<file path="src/rtl/hdcg_regs.vh">
`ifndef HDCG_REGS_VH
`define HDCG_REGS_VH

// ----------------------------------------
// Register map (byte addresses)
// ----------------------------------------
`define HDCG_ADDR_CFG 8'h00
`define HDCG_ADDR_STATUS 8'h04

// ----------------------------------------
// Config register fields
// ----------------------------------------
`define HDCG_CFG_BUS_MASK_LSB 0
`define HDCG_CFG_SELF_MASK_LSB 4
`define HDCG_CFG_PWR_MODE_BIT 8
`define HDCG_CFG_PORT_SW_BIT 9
`define HDCG_CFG_COMPOUND_BIT 10
`define HDCG_CFG_OC_SENSE_LSB 11
`define HDCG_CFG_MULTI_TT_BIT 16
`define HDCG_CFG_RESET 32'h0001_0000

// ----------------------------------------
// Status register fields
// ----------------------------------------
`define HDCG_STS_PORTS_LSB 0
`define HDCG_STS_CHAR_LSB 8
`define HDCG_STS_BUSY_BIT 24

// ----------------------------------------
// Descriptor constants
// ----------------------------------------
`define HDCG_TYPE_IFACE 8'h04
`define HDCG_TYPE_EP 8'h05
`define HDCG_TYPE_HUB 8'h29
`define HDCG_TYPE_HUB_OLD 8'h00
`define HDCG_IFACE_LEN 8'h09
`define HDCG_IFACE_NUM 8'h00
`define HDCG_IFACE_ALT 8'h01
`define HDCG_IFACE_NEP 8'h01
`define HDCG_IFACE_CLASS 8'h09
`define HDCG_IFACE_SUB 8'h00
`define HDCG_IFACE_PROTO 8'h02
`define HDCG_IFACE_STR 8'h00
`define HDCG_EP_LEN 8'h07
`define HDCG_EP_ADDR 8'h81
`define HDCG_EP_ATTR 8'h03
`define HDCG_EP_MPS 16'h0001
`define HDCG_EP_MPS_LO 8'h01
`define HDCG_EP_MPS_HI 8'h00
`define HDCG_EP_INTERVAL 8'h0C
`define HDCG_HUB_LEN 8'h09
`define HDCG_HUB_BYTES 8'h05
`define HDCG_TOTAL_PORTS 3
`define HDCG_THINK_TIME 2'h0

`endif

</file>
<file path="src/rtl/hdcg_desc_gen.v">
`timescale 1ns/1ps
`include "hdcg_regs.vh"

module hdcg_desc_gen #(
  parameter NUM_PORTS = `HDCG_TOTAL_PORTS
) (
  input wire core_clk,
  input wire reset,
  input wire [7:0] reg_addr,
  input wire [31:0] reg_wdata,
  input wire reg_wr,
  input wire reg_rd,
  output reg [31:0] reg_rdata,
  input wire req_valid,
  input wire [7:0] req_type,
  input wire [7:0] req_length,
  output reg req_busy,
  output reg req_stall,
  output reg desc_valid,
  output reg [7:0] desc_data,
  output reg desc_last,
  output reg desc_done
);

  // ----------------------------------------
  // Local definitions
  // ----------------------------------------
  localparam [1:0] KIND_IFACE = 2'h0;
  localparam [1:0] KIND_EP = 2'h1;
  localparam [1:0] KIND_HUB = 2'h2;

  localparam [0:0] ST_IDLE = 1'b0;
  localparam [0:0] ST_SEND = 1'b1;

  reg [31:0] cfg;
  reg [0:0] state;
  reg [1:0] kind;
  reg [7:0] idx;
  reg [7:0] count;

  // ----------------------------------------
  // Helper functions
  // ----------------------------------------
  function [7:0] ones;
    input [NUM_PORTS-1:0] mask;
    integer i;
    begin
      ones = 8'h00;
      for (i = 0; i < NUM_PORTS; i = i + 1) begin
        ones = ones + {7'h00, mask[i]};
      end
    end
  endfunction

  function [7:0] min8;
    input [7:0] a;
    input [7:0] b;
    begin
      min8 = (a < b) ? a : b;
    end
  endfunction

  // Shared by the write path and both read paths
  function addr_hit;
    input [7:0] addr;
    input [7:0] target;
    begin
      addr_hit = (addr == target);
    end
  endfunction

  // Hub descriptor bytes beyond offset 4 come from another block
  function [7:0] kind_size;
    input [1:0] k;
    begin
      case (k)
        KIND_IFACE: kind_size = `HDCG_IFACE_LEN;
        KIND_EP: kind_size = `HDCG_EP_LEN;
        KIND_HUB: kind_size = `HDCG_HUB_BYTES;
        default: kind_size = 8'h00;
      endcase
    end
  endfunction

  // ----------------------------------------
  // Configuration decode
  // ----------------------------------------
  wire power_mode_select = cfg[`HDCG_CFG_PWR_MODE_BIT];
  wire per_port_switching_select = cfg[`HDCG_CFG_PORT_SW_BIT];
  wire compound_device = cfg[`HDCG_CFG_COMPOUND_BIT];
  wire [1:0] overcurrent_sense_field = cfg[`HDCG_CFG_OC_SENSE_LSB +: 2];
  wire multi_tt_enable = cfg[`HDCG_CFG_MULTI_TT_BIT];
  wire [NUM_PORTS-1:0] bus_pwr_disabled_port_mask = cfg[`HDCG_CFG_BUS_MASK_LSB +: NUM_PORTS];
  wire [NUM_PORTS-1:0] self_pwr_disabled_port_mask =
    cfg[`HDCG_CFG_SELF_MASK_LSB +: NUM_PORTS];

  // Mask follows the live power mode, so a mode change shows at once
  wire [NUM_PORTS-1:0] active_mask = power_mode_select ?
    self_pwr_disabled_port_mask : bus_pwr_disabled_port_mask;

  // Cut on purpose: the count byte holds at most 255 ports
  localparam [31:0] NUM_PORTS_W = NUM_PORTS;
  wire [7:0] total_ports = NUM_PORTS_W[7:0];
  wire [7:0] port_count = total_ports - ones(active_mask);

  wire [15:0] hub_char;
  assign hub_char[1:0] = {1'b0, per_port_switching_select};
  assign hub_char[2] = compound_device;
  assign hub_char[4:3] = overcurrent_sense_field;
  assign hub_char[6:5] = `HDCG_THINK_TIME;
  assign hub_char[7] = 1'b0;
  assign hub_char[15:8] = 8'h00;

  // ----------------------------------------
  // Descriptor byte table
  // ----------------------------------------
  reg [7:0] table_byte;

  always @* begin
    table_byte = 8'h00;
    case (kind)
      KIND_IFACE: begin
        case (idx)
          8'h00: table_byte = `HDCG_IFACE_LEN;
          8'h01: table_byte = `HDCG_TYPE_IFACE;
          8'h02: table_byte = `HDCG_IFACE_NUM;
          8'h03: table_byte = `HDCG_IFACE_ALT;
          8'h04: table_byte = `HDCG_IFACE_NEP;
          8'h05: table_byte = `HDCG_IFACE_CLASS;
          8'h06: table_byte = `HDCG_IFACE_SUB;
          8'h07: table_byte = `HDCG_IFACE_PROTO;
          8'h08: table_byte = `HDCG_IFACE_STR;
          default: table_byte = 8'h00;
        endcase
      end
      KIND_EP: begin
        case (idx)
          8'h00: table_byte = `HDCG_EP_LEN;
          8'h01: table_byte = `HDCG_TYPE_EP;
          8'h02: table_byte = `HDCG_EP_ADDR;
          8'h03: table_byte = `HDCG_EP_ATTR;
          8'h04: table_byte = `HDCG_EP_MPS_LO;
          8'h05: table_byte = `HDCG_EP_MPS_HI;
          8'h06: table_byte = `HDCG_EP_INTERVAL;
          default: table_byte = 8'h00;
        endcase
      end
      KIND_HUB: begin
        case (idx)
          8'h00: table_byte = `HDCG_HUB_LEN;
          8'h01: table_byte = `HDCG_TYPE_HUB;
          8'h02: table_byte = port_count;
          8'h03: table_byte = hub_char[7:0];
          8'h04: table_byte = hub_char[15:8];
          default: table_byte = 8'h00;
        endcase
      end
      default: table_byte = 8'h00;
    endcase
  end

  // ----------------------------------------
  // Request decode
  // ----------------------------------------
  reg req_known;
  reg [1:0] req_kind;

  always @* begin
    req_known = 1'b0;
    req_kind = KIND_HUB;
    case (req_type)
      `HDCG_TYPE_IFACE: begin
        req_known = multi_tt_enable;
        req_kind = KIND_IFACE;
      end
      `HDCG_TYPE_EP: begin
        req_known = multi_tt_enable;
        req_kind = KIND_EP;
      end
      `HDCG_TYPE_HUB, `HDCG_TYPE_HUB_OLD: begin
        req_known = 1'b1;
        req_kind = KIND_HUB;
      end
      default: begin
        req_known = 1'b0;
        req_kind = KIND_HUB;
      end
    endcase
  end

  wire [7:0] req_count = min8(req_length, kind_size(req_kind));

  // ----------------------------------------
  // Sequencer
  // ----------------------------------------
  reg [0:0] next_state;
  reg [1:0] next_kind;
  reg [7:0] next_idx;
  reg [7:0] next_count;
  reg next_valid;
  reg next_last;
  reg next_done;
  reg next_stall;

  always @* begin
    next_state = state;
    next_kind = kind;
    next_idx = idx;
    next_count = count;
    next_valid = 1'b0;
    next_last = 1'b0;
    next_done = 1'b0;
    next_stall = 1'b0;
    case (state)
      ST_IDLE: begin
        if (req_valid) begin
          if (!req_known) begin
            next_stall = 1'b1;
            next_done = 1'b1;
          end else if (req_count == 8'h00) begin
            next_done = 1'b1;
          end else begin
            next_state = ST_SEND;
            next_kind = req_kind;
            next_idx = 8'h00;
            next_count = req_count;
          end
        end
      end
      ST_SEND: begin
        // Bytes leave in ascending offset order
        next_valid = 1'b1;
        next_idx = idx + 8'h01;
        if (idx == count - 8'h01) begin
          next_last = 1'b1;
          next_done = 1'b1;
          next_state = ST_IDLE;
        end
      end
      default: begin
        next_state = ST_IDLE;
      end
    endcase
  end

  always @(posedge core_clk) begin
    if (reset) begin
      state <= ST_IDLE;
      kind <= KIND_IFACE;
      idx <= 8'h00;
      count <= 8'h00;
      desc_valid <= 1'b0;
      desc_data <= 8'h00;
      desc_last <= 1'b0;
      desc_done <= 1'b0;
      req_stall <= 1'b0;
      req_busy <= 1'b0;
    end else begin
      state <= next_state;
      kind <= next_kind;
      idx <= next_idx;
      count <= next_count;
      desc_valid <= next_valid;
      desc_data <= next_valid ? table_byte : 8'h00;
      desc_last <= next_last;
      desc_done <= next_done;
      req_stall <= next_stall;
      // Busy covers the stream except its last byte; requests meanwhile are dropped
      req_busy <= (next_state == ST_SEND);
    end
  end

  // ----------------------------------------
  // Register port
  // ----------------------------------------
  // Field positions live in the header so software and logic agree
  reg [31:0] status_word;

  always @* begin
    status_word = 32'h0000_0000;
    status_word[`HDCG_STS_PORTS_LSB +: 8] = port_count;
    status_word[`HDCG_STS_CHAR_LSB +: 16] = hub_char;
    status_word[`HDCG_STS_BUSY_BIT] = req_busy;
  end

  always @(posedge core_clk) begin
    if (reset) begin
      cfg <= `HDCG_CFG_RESET;
      reg_rdata <= 32'h0000_0000;
    end else begin
      if (reg_wr && addr_hit(reg_addr, `HDCG_ADDR_CFG)) begin
        cfg <= reg_wdata;
      end
      // Read data stands one cycle only; unmapped reads return zero
      if (reg_rd && addr_hit(reg_addr, `HDCG_ADDR_CFG)) begin
        reg_rdata <= cfg;
      end else if (reg_rd && addr_hit(reg_addr, `HDCG_ADDR_STATUS)) begin
        reg_rdata <= status_word;
      end else begin
        reg_rdata <= 32'h0000_0000;
      end
    end
  end

endmodule // hdcg_desc_gen

</file>
<file path="config.mk">
export PLATFORM = sky130hd
export DESIGN_NAME = hdcg_desc_gen
export DESIGN_NICKNAME = d
export VERILOG_FILES = /design/src/rtl/hdcg_desc_gen.v
export VERILOG_INCLUDE_DIRS = /design/src /design/src/rtl
export SDC_FILE = /design/constraint.sdc
export NUM_CORES = 1
export LEC_CHECK = 0
export BUFFER_PORTS_ARGS = -buffer_cell sky130_fd_sc_hd__buf_2
export CAP_MARGIN = 20
export CELL_PAD_IN_SITES_DETAIL_PLACEMENT = 1
export CELL_PAD_IN_SITES_GLOBAL_PLACEMENT = 1
export CORE_UTILIZATION = 36
export CTS_BUF_LIST = sky130_fd_sc_hd__clkbuf_2 sky130_fd_sc_hd__clkbuf_4 sky130_fd_sc_hd__clkbuf_8
export CTS_CLUSTER_DIAMETER = 60
export CTS_CLUSTER_SIZE = 28
export DETAILED_ROUTE_END_ITERATION = 6
export GPL_TIMING_DRIVEN = 0
export PLACE_DENSITY_LB_ADDON = 0.05
export SLEW_MARGIN = 10
export SYNTH_ARGS = -nofsm -noshare
export SYNTH_HDL_FRONTEND = slang
export SYNTH_SLANG_ARGS = --single-unit
</file>
<file path="constraint.sdc">
create_clock -name core_clk -period 2.8 [get_ports core_clk]
set_input_delay 0.28 -clock core_clk [delete_from_list [all_inputs] [get_ports core_clk]]
set_output_delay 0.28 -clock core_clk [all_outputs]
set_load 0.01 [all_outputs]
</file>
==> impl_metrics.yaml, run 1 <==
setup_path:
  crit_path_start_kind: "input port"
  crit_family: "compound AO/OA/AOI/OAI gates"
  cp.arrival_ps: 2910
  slowest_stage: "nor4_4"
  path_buf_inv: 3
  path_class: "in2reg"
  cpPeakStageDelay_ps: 380
  crit_path_cell_trace: "buf_2 -> nor4_4 -> nand3_2 -> nor2_4 -> inv_1 -> ha_1 -> nand2_1 -> o211a_4 -> a211o_1 -> a21oi_2 -> nor2_1 -> inv_1 -> ha_1 -> o21ai_0"
  endpoint_kind: "flip-flop"
  cp_max_fo: 4
  crit_required_ps: 3100
layout:
  synthToLayoutAreaGrowth_pct: 24.8
  regArea_mm2: 0.00196
  utilization_pct: 46.2
  multi_input_area_mm2: 0.00194
  stdcell_area_mm2: 0.00501
  drive_above_1_share_pct: 26.2
  antenna_cells: 0
  n_fill_cell: 1331
  fin_nets: 643
synthesis:
  yosysTopAreaCell: "dfxtp_1"
  yosysMostFrequentCell: "dfxtp_1"
  synth_top_area_share_pct: 48.9
  syn-num-nets: 528
  yosysUniqueCellTypes: 59
  async_flop_share_pct: 0
  synth_area_leaders: "dfxtp_1 (49%), nand2_1 (7.4%), a21oi_1 (5.6%)"
  ys_seq_elements: 98
  ys.flop_type: "dfxtp_1"
  synth_seq_area_share_pct: 48.9
  yosys-top-cells-count: "dfxtp_1 (98), nand2_1 (79), a21oi_1 (45), and2_1 (33), nor2_1 (32)"
  yosys_warnings: 0
  synth_edf_count: 0
  syn_area_mm2: 0.00401
  synth_cells: 457
  synth_area_per_cell_um2: 8.78
route:
  wire_per_inst_um: 14.7
  vias_per_cell: 4.88
  drt-total-wl_um: 10500
  vias: 3496
  firstDrtPassIters: 4
  drc: 0
  ant_nets: 0
  detail_route.iter0.violations: 97
floorplan:
  ios: 106
  core_area_mm2: 0.0108
  dieHeight_um: 108
  placementRows: 38
  fp.dieW_um: 108
  die_area_mm2: 0.0116
  start_util_pct: 37.0
power:
  peakVddDrop_mv: 0.243
  p_leak_nw: 2.11
  p_per_area_mw_per_mm2: 499
clock_tree:
  cts_hold_buf: 0
  root_buffer: "clkbuf_8"
  cts_tree: "done"
  clock-sinks: 98
  cts_htree_levels: 3
  numCtsBuffers: 9
  cts_buffer_depth: 2
  insertion_delay_ps: 380
  path_clk_slew_ps: 90
worst_hold_path:
  worstHoldPathType: "in2reg"
placed_design:
  dp_hpwl_um: 8150
  routabilityCongestion: 0.794
  numPortBuffers: 102
  place_area_mm2: 0.00470
timing:
  finalCritPeriodShare_pct: 93.5
  fin_crit_ps: 2620
  finClkSkew_ps: 15.5
  max_slew_margin_pct: 32.1
  tightest_slew_ps: 1010
  hold_violations: 0
  finalSetupViolations: 0
  final_max_slew_viol_count: 0
  max_freq_mhz: 382
  rsz0062_at_grt: "no"
status:
  status: "finished, final reports clean"
grt:
  grt-ovfl-total: 0
  antenna_found_initial: 0
  grt_pass1_vias: 3526
  grt_max_degree: 18
  grt_pass1_wl_um: 17100
  grt.total_usage_pct: 19.3
run:
  maxCapViolations: 0
==> through the flow <==
step	TNS, ps	instances	power (mW)	hold WS [ps]	worst slack (ps)
after CTS	0	715	2.53	116	52.8
after floorplan	0	457	1.47	404	107
after global routing	0	717	2.61	109	9.90
after detailed placement	-16970	699	1.53	441	-1060
final	0	717	2.50	126	183
after global placement	-15410	699	1.53	437	-985
==> worst reg2reg max path, stage by stage, from the launching register on <==
cell and delay (ps):
dfxtp_1 360, inv_1 90, ha_1 240, or3b_2 490, a222oi_1 340, o211ai_1 140
a211oi_1 300, nand3_1 180, and2_1 200
==> per-layer routing <==
| metal | vias up | track usage [%] | share of wire (%) |
|---|---|---|---|
| met5 | - | 0 | 0 |
| met2 | 72 | 34.6 | 50 |
| met3 | 11 | 3.87 | 4.4 |
| met4 | 0 | 5.97 | 1.1 |
| li1 | 1764 | - | - |
| met1 | 1649 | 23.0 | 45 |
==> cell usage in the layout (no fill, tap or decap), drive strengths merged, types with 2 or more instances in the layout <==
master / Yosys / routed
buf: 9 / 113
dfxtp: 98 / 98
nand2: 79 / 79
a21oi: 45 / 45
and2: 33 / 33
nor2: 33 / 33
clkbuf: 17 / 28
inv: 16 / 19
o21ai: 10 / 10
mux2i: 9 / 9
ha: 9 / 9
nor3: 8 / 8
nand3: 8 / 8
nand2b: 7 / 7
xor2: 6 / 6
a211oi: 6 / 6
nand4: 4 / 4
o211ai: 4 / 4
xnor2: 4 / 4
and3: 4 / 4
nor4: 4 / 4
or4: 4 / 4
nor2b: 3 / 3
or2: 3 / 3
nor3b: 3 / 3
or3b: 3 / 3
nor4b: 2 / 2
o21a: 2 / 2
or3: 2 / 2
==> cells by family (layout without fill, tap and decap cells) <==
logic type / count (synthesis) / after routing / synth area share (%)
xor+xnor: 10 / 10 / 2.18
flops: 98 / 98 / 48.9
simple gates: 205 / 205 / 26.2
compound gates: 81 / 81 / 12.2
buf+inv: 42 / 162 / 4.58
fa+ha+maj: 10 / 10 / 3.31
mux: 10 / 10 / 2.53
other cells: 1 / 1 / 0.0935
==> final cells by class <==
type,count,area share [%]
clock inverters,5,1.35
flip-flops and latches,98,39.2
repair buffers,104,10.5
inverters,16,1.20
multi-input cells,317,38.8
clock buffers,11,3.02
plain buffers,26,2.50
well taps,140,3.50
==> sequential cells by signal (all words and copies together), names as in the netlist, named ones only <==
signal	cells
cfg	32
reg_rdata	32
count	8
idx	8
desc_data	7
kind	2
desc_done	1
desc_last	1
desc_valid	1
req_stall	1
state	1
==> power breakdown <==
part	total [mW]	switching, mW	leakage (nW)	internal [mW]
Clock	0.994	0.517	0.112	0.476
Sequential	1.40	0.00199	0.790	1.40
Combinational	0.109	0.0591	1.21	0.0502
Total	2.50	0.578	2.11	1.92
==> worst paths after layout <==
kind	to	depth (start not counted)	from	slack [ps]
hold / removal	cfg[16]	3	reg_wdata[16]	130
setup / recovery	flip-flop	14	req_type[6]	180
hold reg to reg	reg_rdata[13]	1	cfg[13]	450
setup reg to reg	state	8	count[0]	370
==> timing repair <==
action                                  in CTS  in global routing
setup buffers                                0                  2
pin swaps                                    0                  5
endpoints found under the setup margin      18                  8
resized for setup                            5                 10
No activity file was read; power rests on OpenSTA's default activity.
==> run 2: changes to the inputs <==
--- a/config.mk
+++ b/config.mk
@@ -8,9 +8,9 @@
 export LEC_CHECK = 0
 export BUFFER_PORTS_ARGS = -buffer_cell sky130_fd_sc_hd__buf_2
 export CAP_MARGIN = 20
-export CELL_PAD_IN_SITES_DETAIL_PLACEMENT = 1
-export CELL_PAD_IN_SITES_GLOBAL_PLACEMENT = 1
-export CORE_UTILIZATION = 36
+export CELL_PAD_IN_SITES_DETAIL_PLACEMENT = 0
+export CELL_PAD_IN_SITES_GLOBAL_PLACEMENT = 2
+export CORE_UTILIZATION = 29
 export CTS_BUF_LIST = sky130_fd_sc_hd__clkbuf_2 sky130_fd_sc_hd__clkbuf_4 sky130_fd_sc_hd__clkbuf_8
 export CTS_CLUSTER_DIAMETER = 60
 export CTS_CLUSTER_SIZE = 28
==> run 2 against run 1 <==
  * Clock skew shrank 9.4 ps
  * Clock power shrank 11%
  * Sequential power is essentially flat
  * Total power shrank 4.4%
==> impl_metrics.yaml, run 2 (synthesis gave the netlist of run 1 again) <==
timing:
  finClkSkew_ps: 6.13
  max_slew_margin_pct: 36.2
  final_max_slew_viol_count: 0
  finalSetupViolations: 0
  hold_violations: 0
  finalCritPeriodShare_pct: 96.3
  max_freq_mhz: 371
  tightest_slew_ps: 949
  fin_crit_ps: 2700
clock_tree:
  cts_tree: "done"
  root_buffer: "clkbuf_8"
  insertion_delay_ps: 370
  cts_hold_buf: 0
  clock-sinks: 98
  numCtsBuffers: 9
  path_clk_slew_ps: 100
  cts_htree_levels: 3
  cts_buffer_depth: 2
setup_path:
  cp.arrival_ps: 3010
  crit_path_start_kind: "input port"
  crit_required_ps: 3110
  worstReg2RegEnd: "desc_done"
  cpPeakStageDelay_ps: 410
  cp_max_fo: 10
  slowest_stage: "nor4_4"
  path_class: "in2reg"
  crit_path_cell_trace: "buf_2 -> nor4_4 -> nand3_2 -> nor2_4 -> inv_1 -> ha_1 -> nand2_1 -> o211a_4 -> a2111o_1 -> clkbuf_1 -> a211oi_1 -> a21oi_1 -> nor2_1"
  r2r_slack_ps: 270
  endpoint_kind: "flip-flop"
  r2r-start: "count[0]"
  ff2ff_path_depth: 8
layout:
  multi_input_area_mm2: 0.00193
  utilization_pct: 37.7
  n_fill_cell: 1442
  fin_nets: 646
  final_cell_mix: "buf_2 (108), dfxtp_1 (98), nand2_1 (78), a21oi_1 (43), and2_1 (33)"
  regArea_mm2: 0.00196
  antenna_cells: 0
  top_regs: "cfg (32), reg_rdata (32)"
  synthToLayoutAreaGrowth_pct: 25.3
  stdcell_area_mm2: 0.00503
  drive_above_1_share_pct: 26.0
  final_common_cell: "buf_2"
floorplan:
  core_area_mm2: 0.0133
  placementRows: 42
  dieHeight_um: 120
  start_util_pct: 30.1
  fp.dieW_um: 120
  ios: 106
  die_area_mm2: 0.0143
grt:
  grt-ovfl-total: 0
  grt_pass1_wl_um: 17700
  grt.total_usage_pct: 16.0
  grt_max_degree: 17
  antenna_found_initial: 0
  grt_pass1_vias: 3322
placed_design:
  dp_hpwl_um: 8320
  numPortBuffers: 102
  place_area_mm2: 0.00474
  routabilityCongestion: 0.800
route:
  drc: 0
  detail_route.iter0.violations: 177
  vias_per_cell: 4.58
  wire_per_inst_um: 14.6
  ant_nets: 0
  firstDrtPassIters: 4
  drt-total-wl_um: 11100
  vias: 3462
power:
  total_power_mw: 2.39
  p_per_area_mw_per_mm2: 475
  peakVddDrop_mv: 0.186
  p_leak_nw: 2.10
worst_hold_path:
  worstHoldPathCells: 3
  worstHoldPathType: "in2reg"
  whs_endpoint: "cfg[16]"
  hp-start: "reg_wdata[16]"
status:
  status: "finished, final reports clean"
run:
  maxCapViolations: 0
[run 2: changes by cell type in the layout (fill, tap and decap cells not counted)]
cell / change
nor4b_2: -1
nor4b_1: +1
clkinv_4: -1
buf_4: +3
clkbuf_1: +1
clkbuf_2: -1
clkinv_2: +1
inv_8: -1
clkbuf_8: -1
bufinv_16: -1
clkbuf_4: +1
a21oi_1: +1
a21oi_2: -1
clkinvlp_4: +2
[run 2: timing repair]
action	in CTS	in global routing
pin swaps	0	7
setup endpoints to repair	21	15
buffers inserted	0	5
gates resized for setup	4	8
[run 2: metal layers]
| metal | vias to the layer above | wire length (um) | global-route usage, % |
|---|---|---|---|
| met5 | - | 0 | 0 |
| met4 | 0 | 126 | 4.92 |
| met3 | 12 | 510 | 3.56 |
| met2 | 67 | 5130 | 25.9 |
| met1 | 1610 | 5290 | 21.2 |
| li1 | 1773 | - | - |
[run 2: area by class of cell]
type                            instances  area share [%]
Inverter                               16            1.19
Clock buffer                           11            2.89
Buffer                                 26            2.46
Sequential cell                        98            39.0
Multi-Input combinational cell        317            38.4
Tap cell                              176            4.38
Clock inverter                          5           0.746
Timing Repair Buffer                  107            10.9
[run 2: worst max-delay path: cells and delay by family]
kind | cells | cell delay, ps
compound gates | 4 | 1010
simple gates | 5 | 990
buf+inv | 3 | 400
fa+ha+maj | 1 | 300
[run 2: metrics by stage]
| stage | worst slack (ps) | hold WS (ps) | std cells | setup TNS, ps |
|---|---|---|---|---|
| finish | 105 | 122 | 756 | 0 |
| global route | -45.4 | 121 | 756 | -125 |
| CTS | 8.01 | 105 | 751 | 0 |
| detailed placement | -1180 | 439 | 735 | -19360 |
| global placement | -1160 | 436 | 735 | -19000 |
| floorplan | 107 | 404 | 457 | 0 |
[run 2: worst max-delay path by stage]
stage / startpoint / end / slack (ps) / cells after the start
2_1_floorplan: req_type[1] / flip-flop / 110 / 11
3_3_place_gp: req_type[1] / flip-flop / -1160 / 12
3_5_place_dp: req_type[1] / flip-flop / -1180 / 12
4_1_cts: req_type[1] / idx[6] / 8 / 13
5_1_grt: req_type[7] / flip-flop / -50 / 14
6_report: req_type[7] / count[2] / 100 / 13
[run 2: power by group]
part / leakage [nW] / total [mW] / switching [mW] / internal, mW
registers: 0.790 / 1.40 / 0.00194 / 1.40
clock network: 0.0898 / 0.881 / 0.518 / 0.363
logic: 1.22 / 0.111 / 0.0609 / 0.0503
total: 2.10 / 2.39 / 0.581 / 1.81
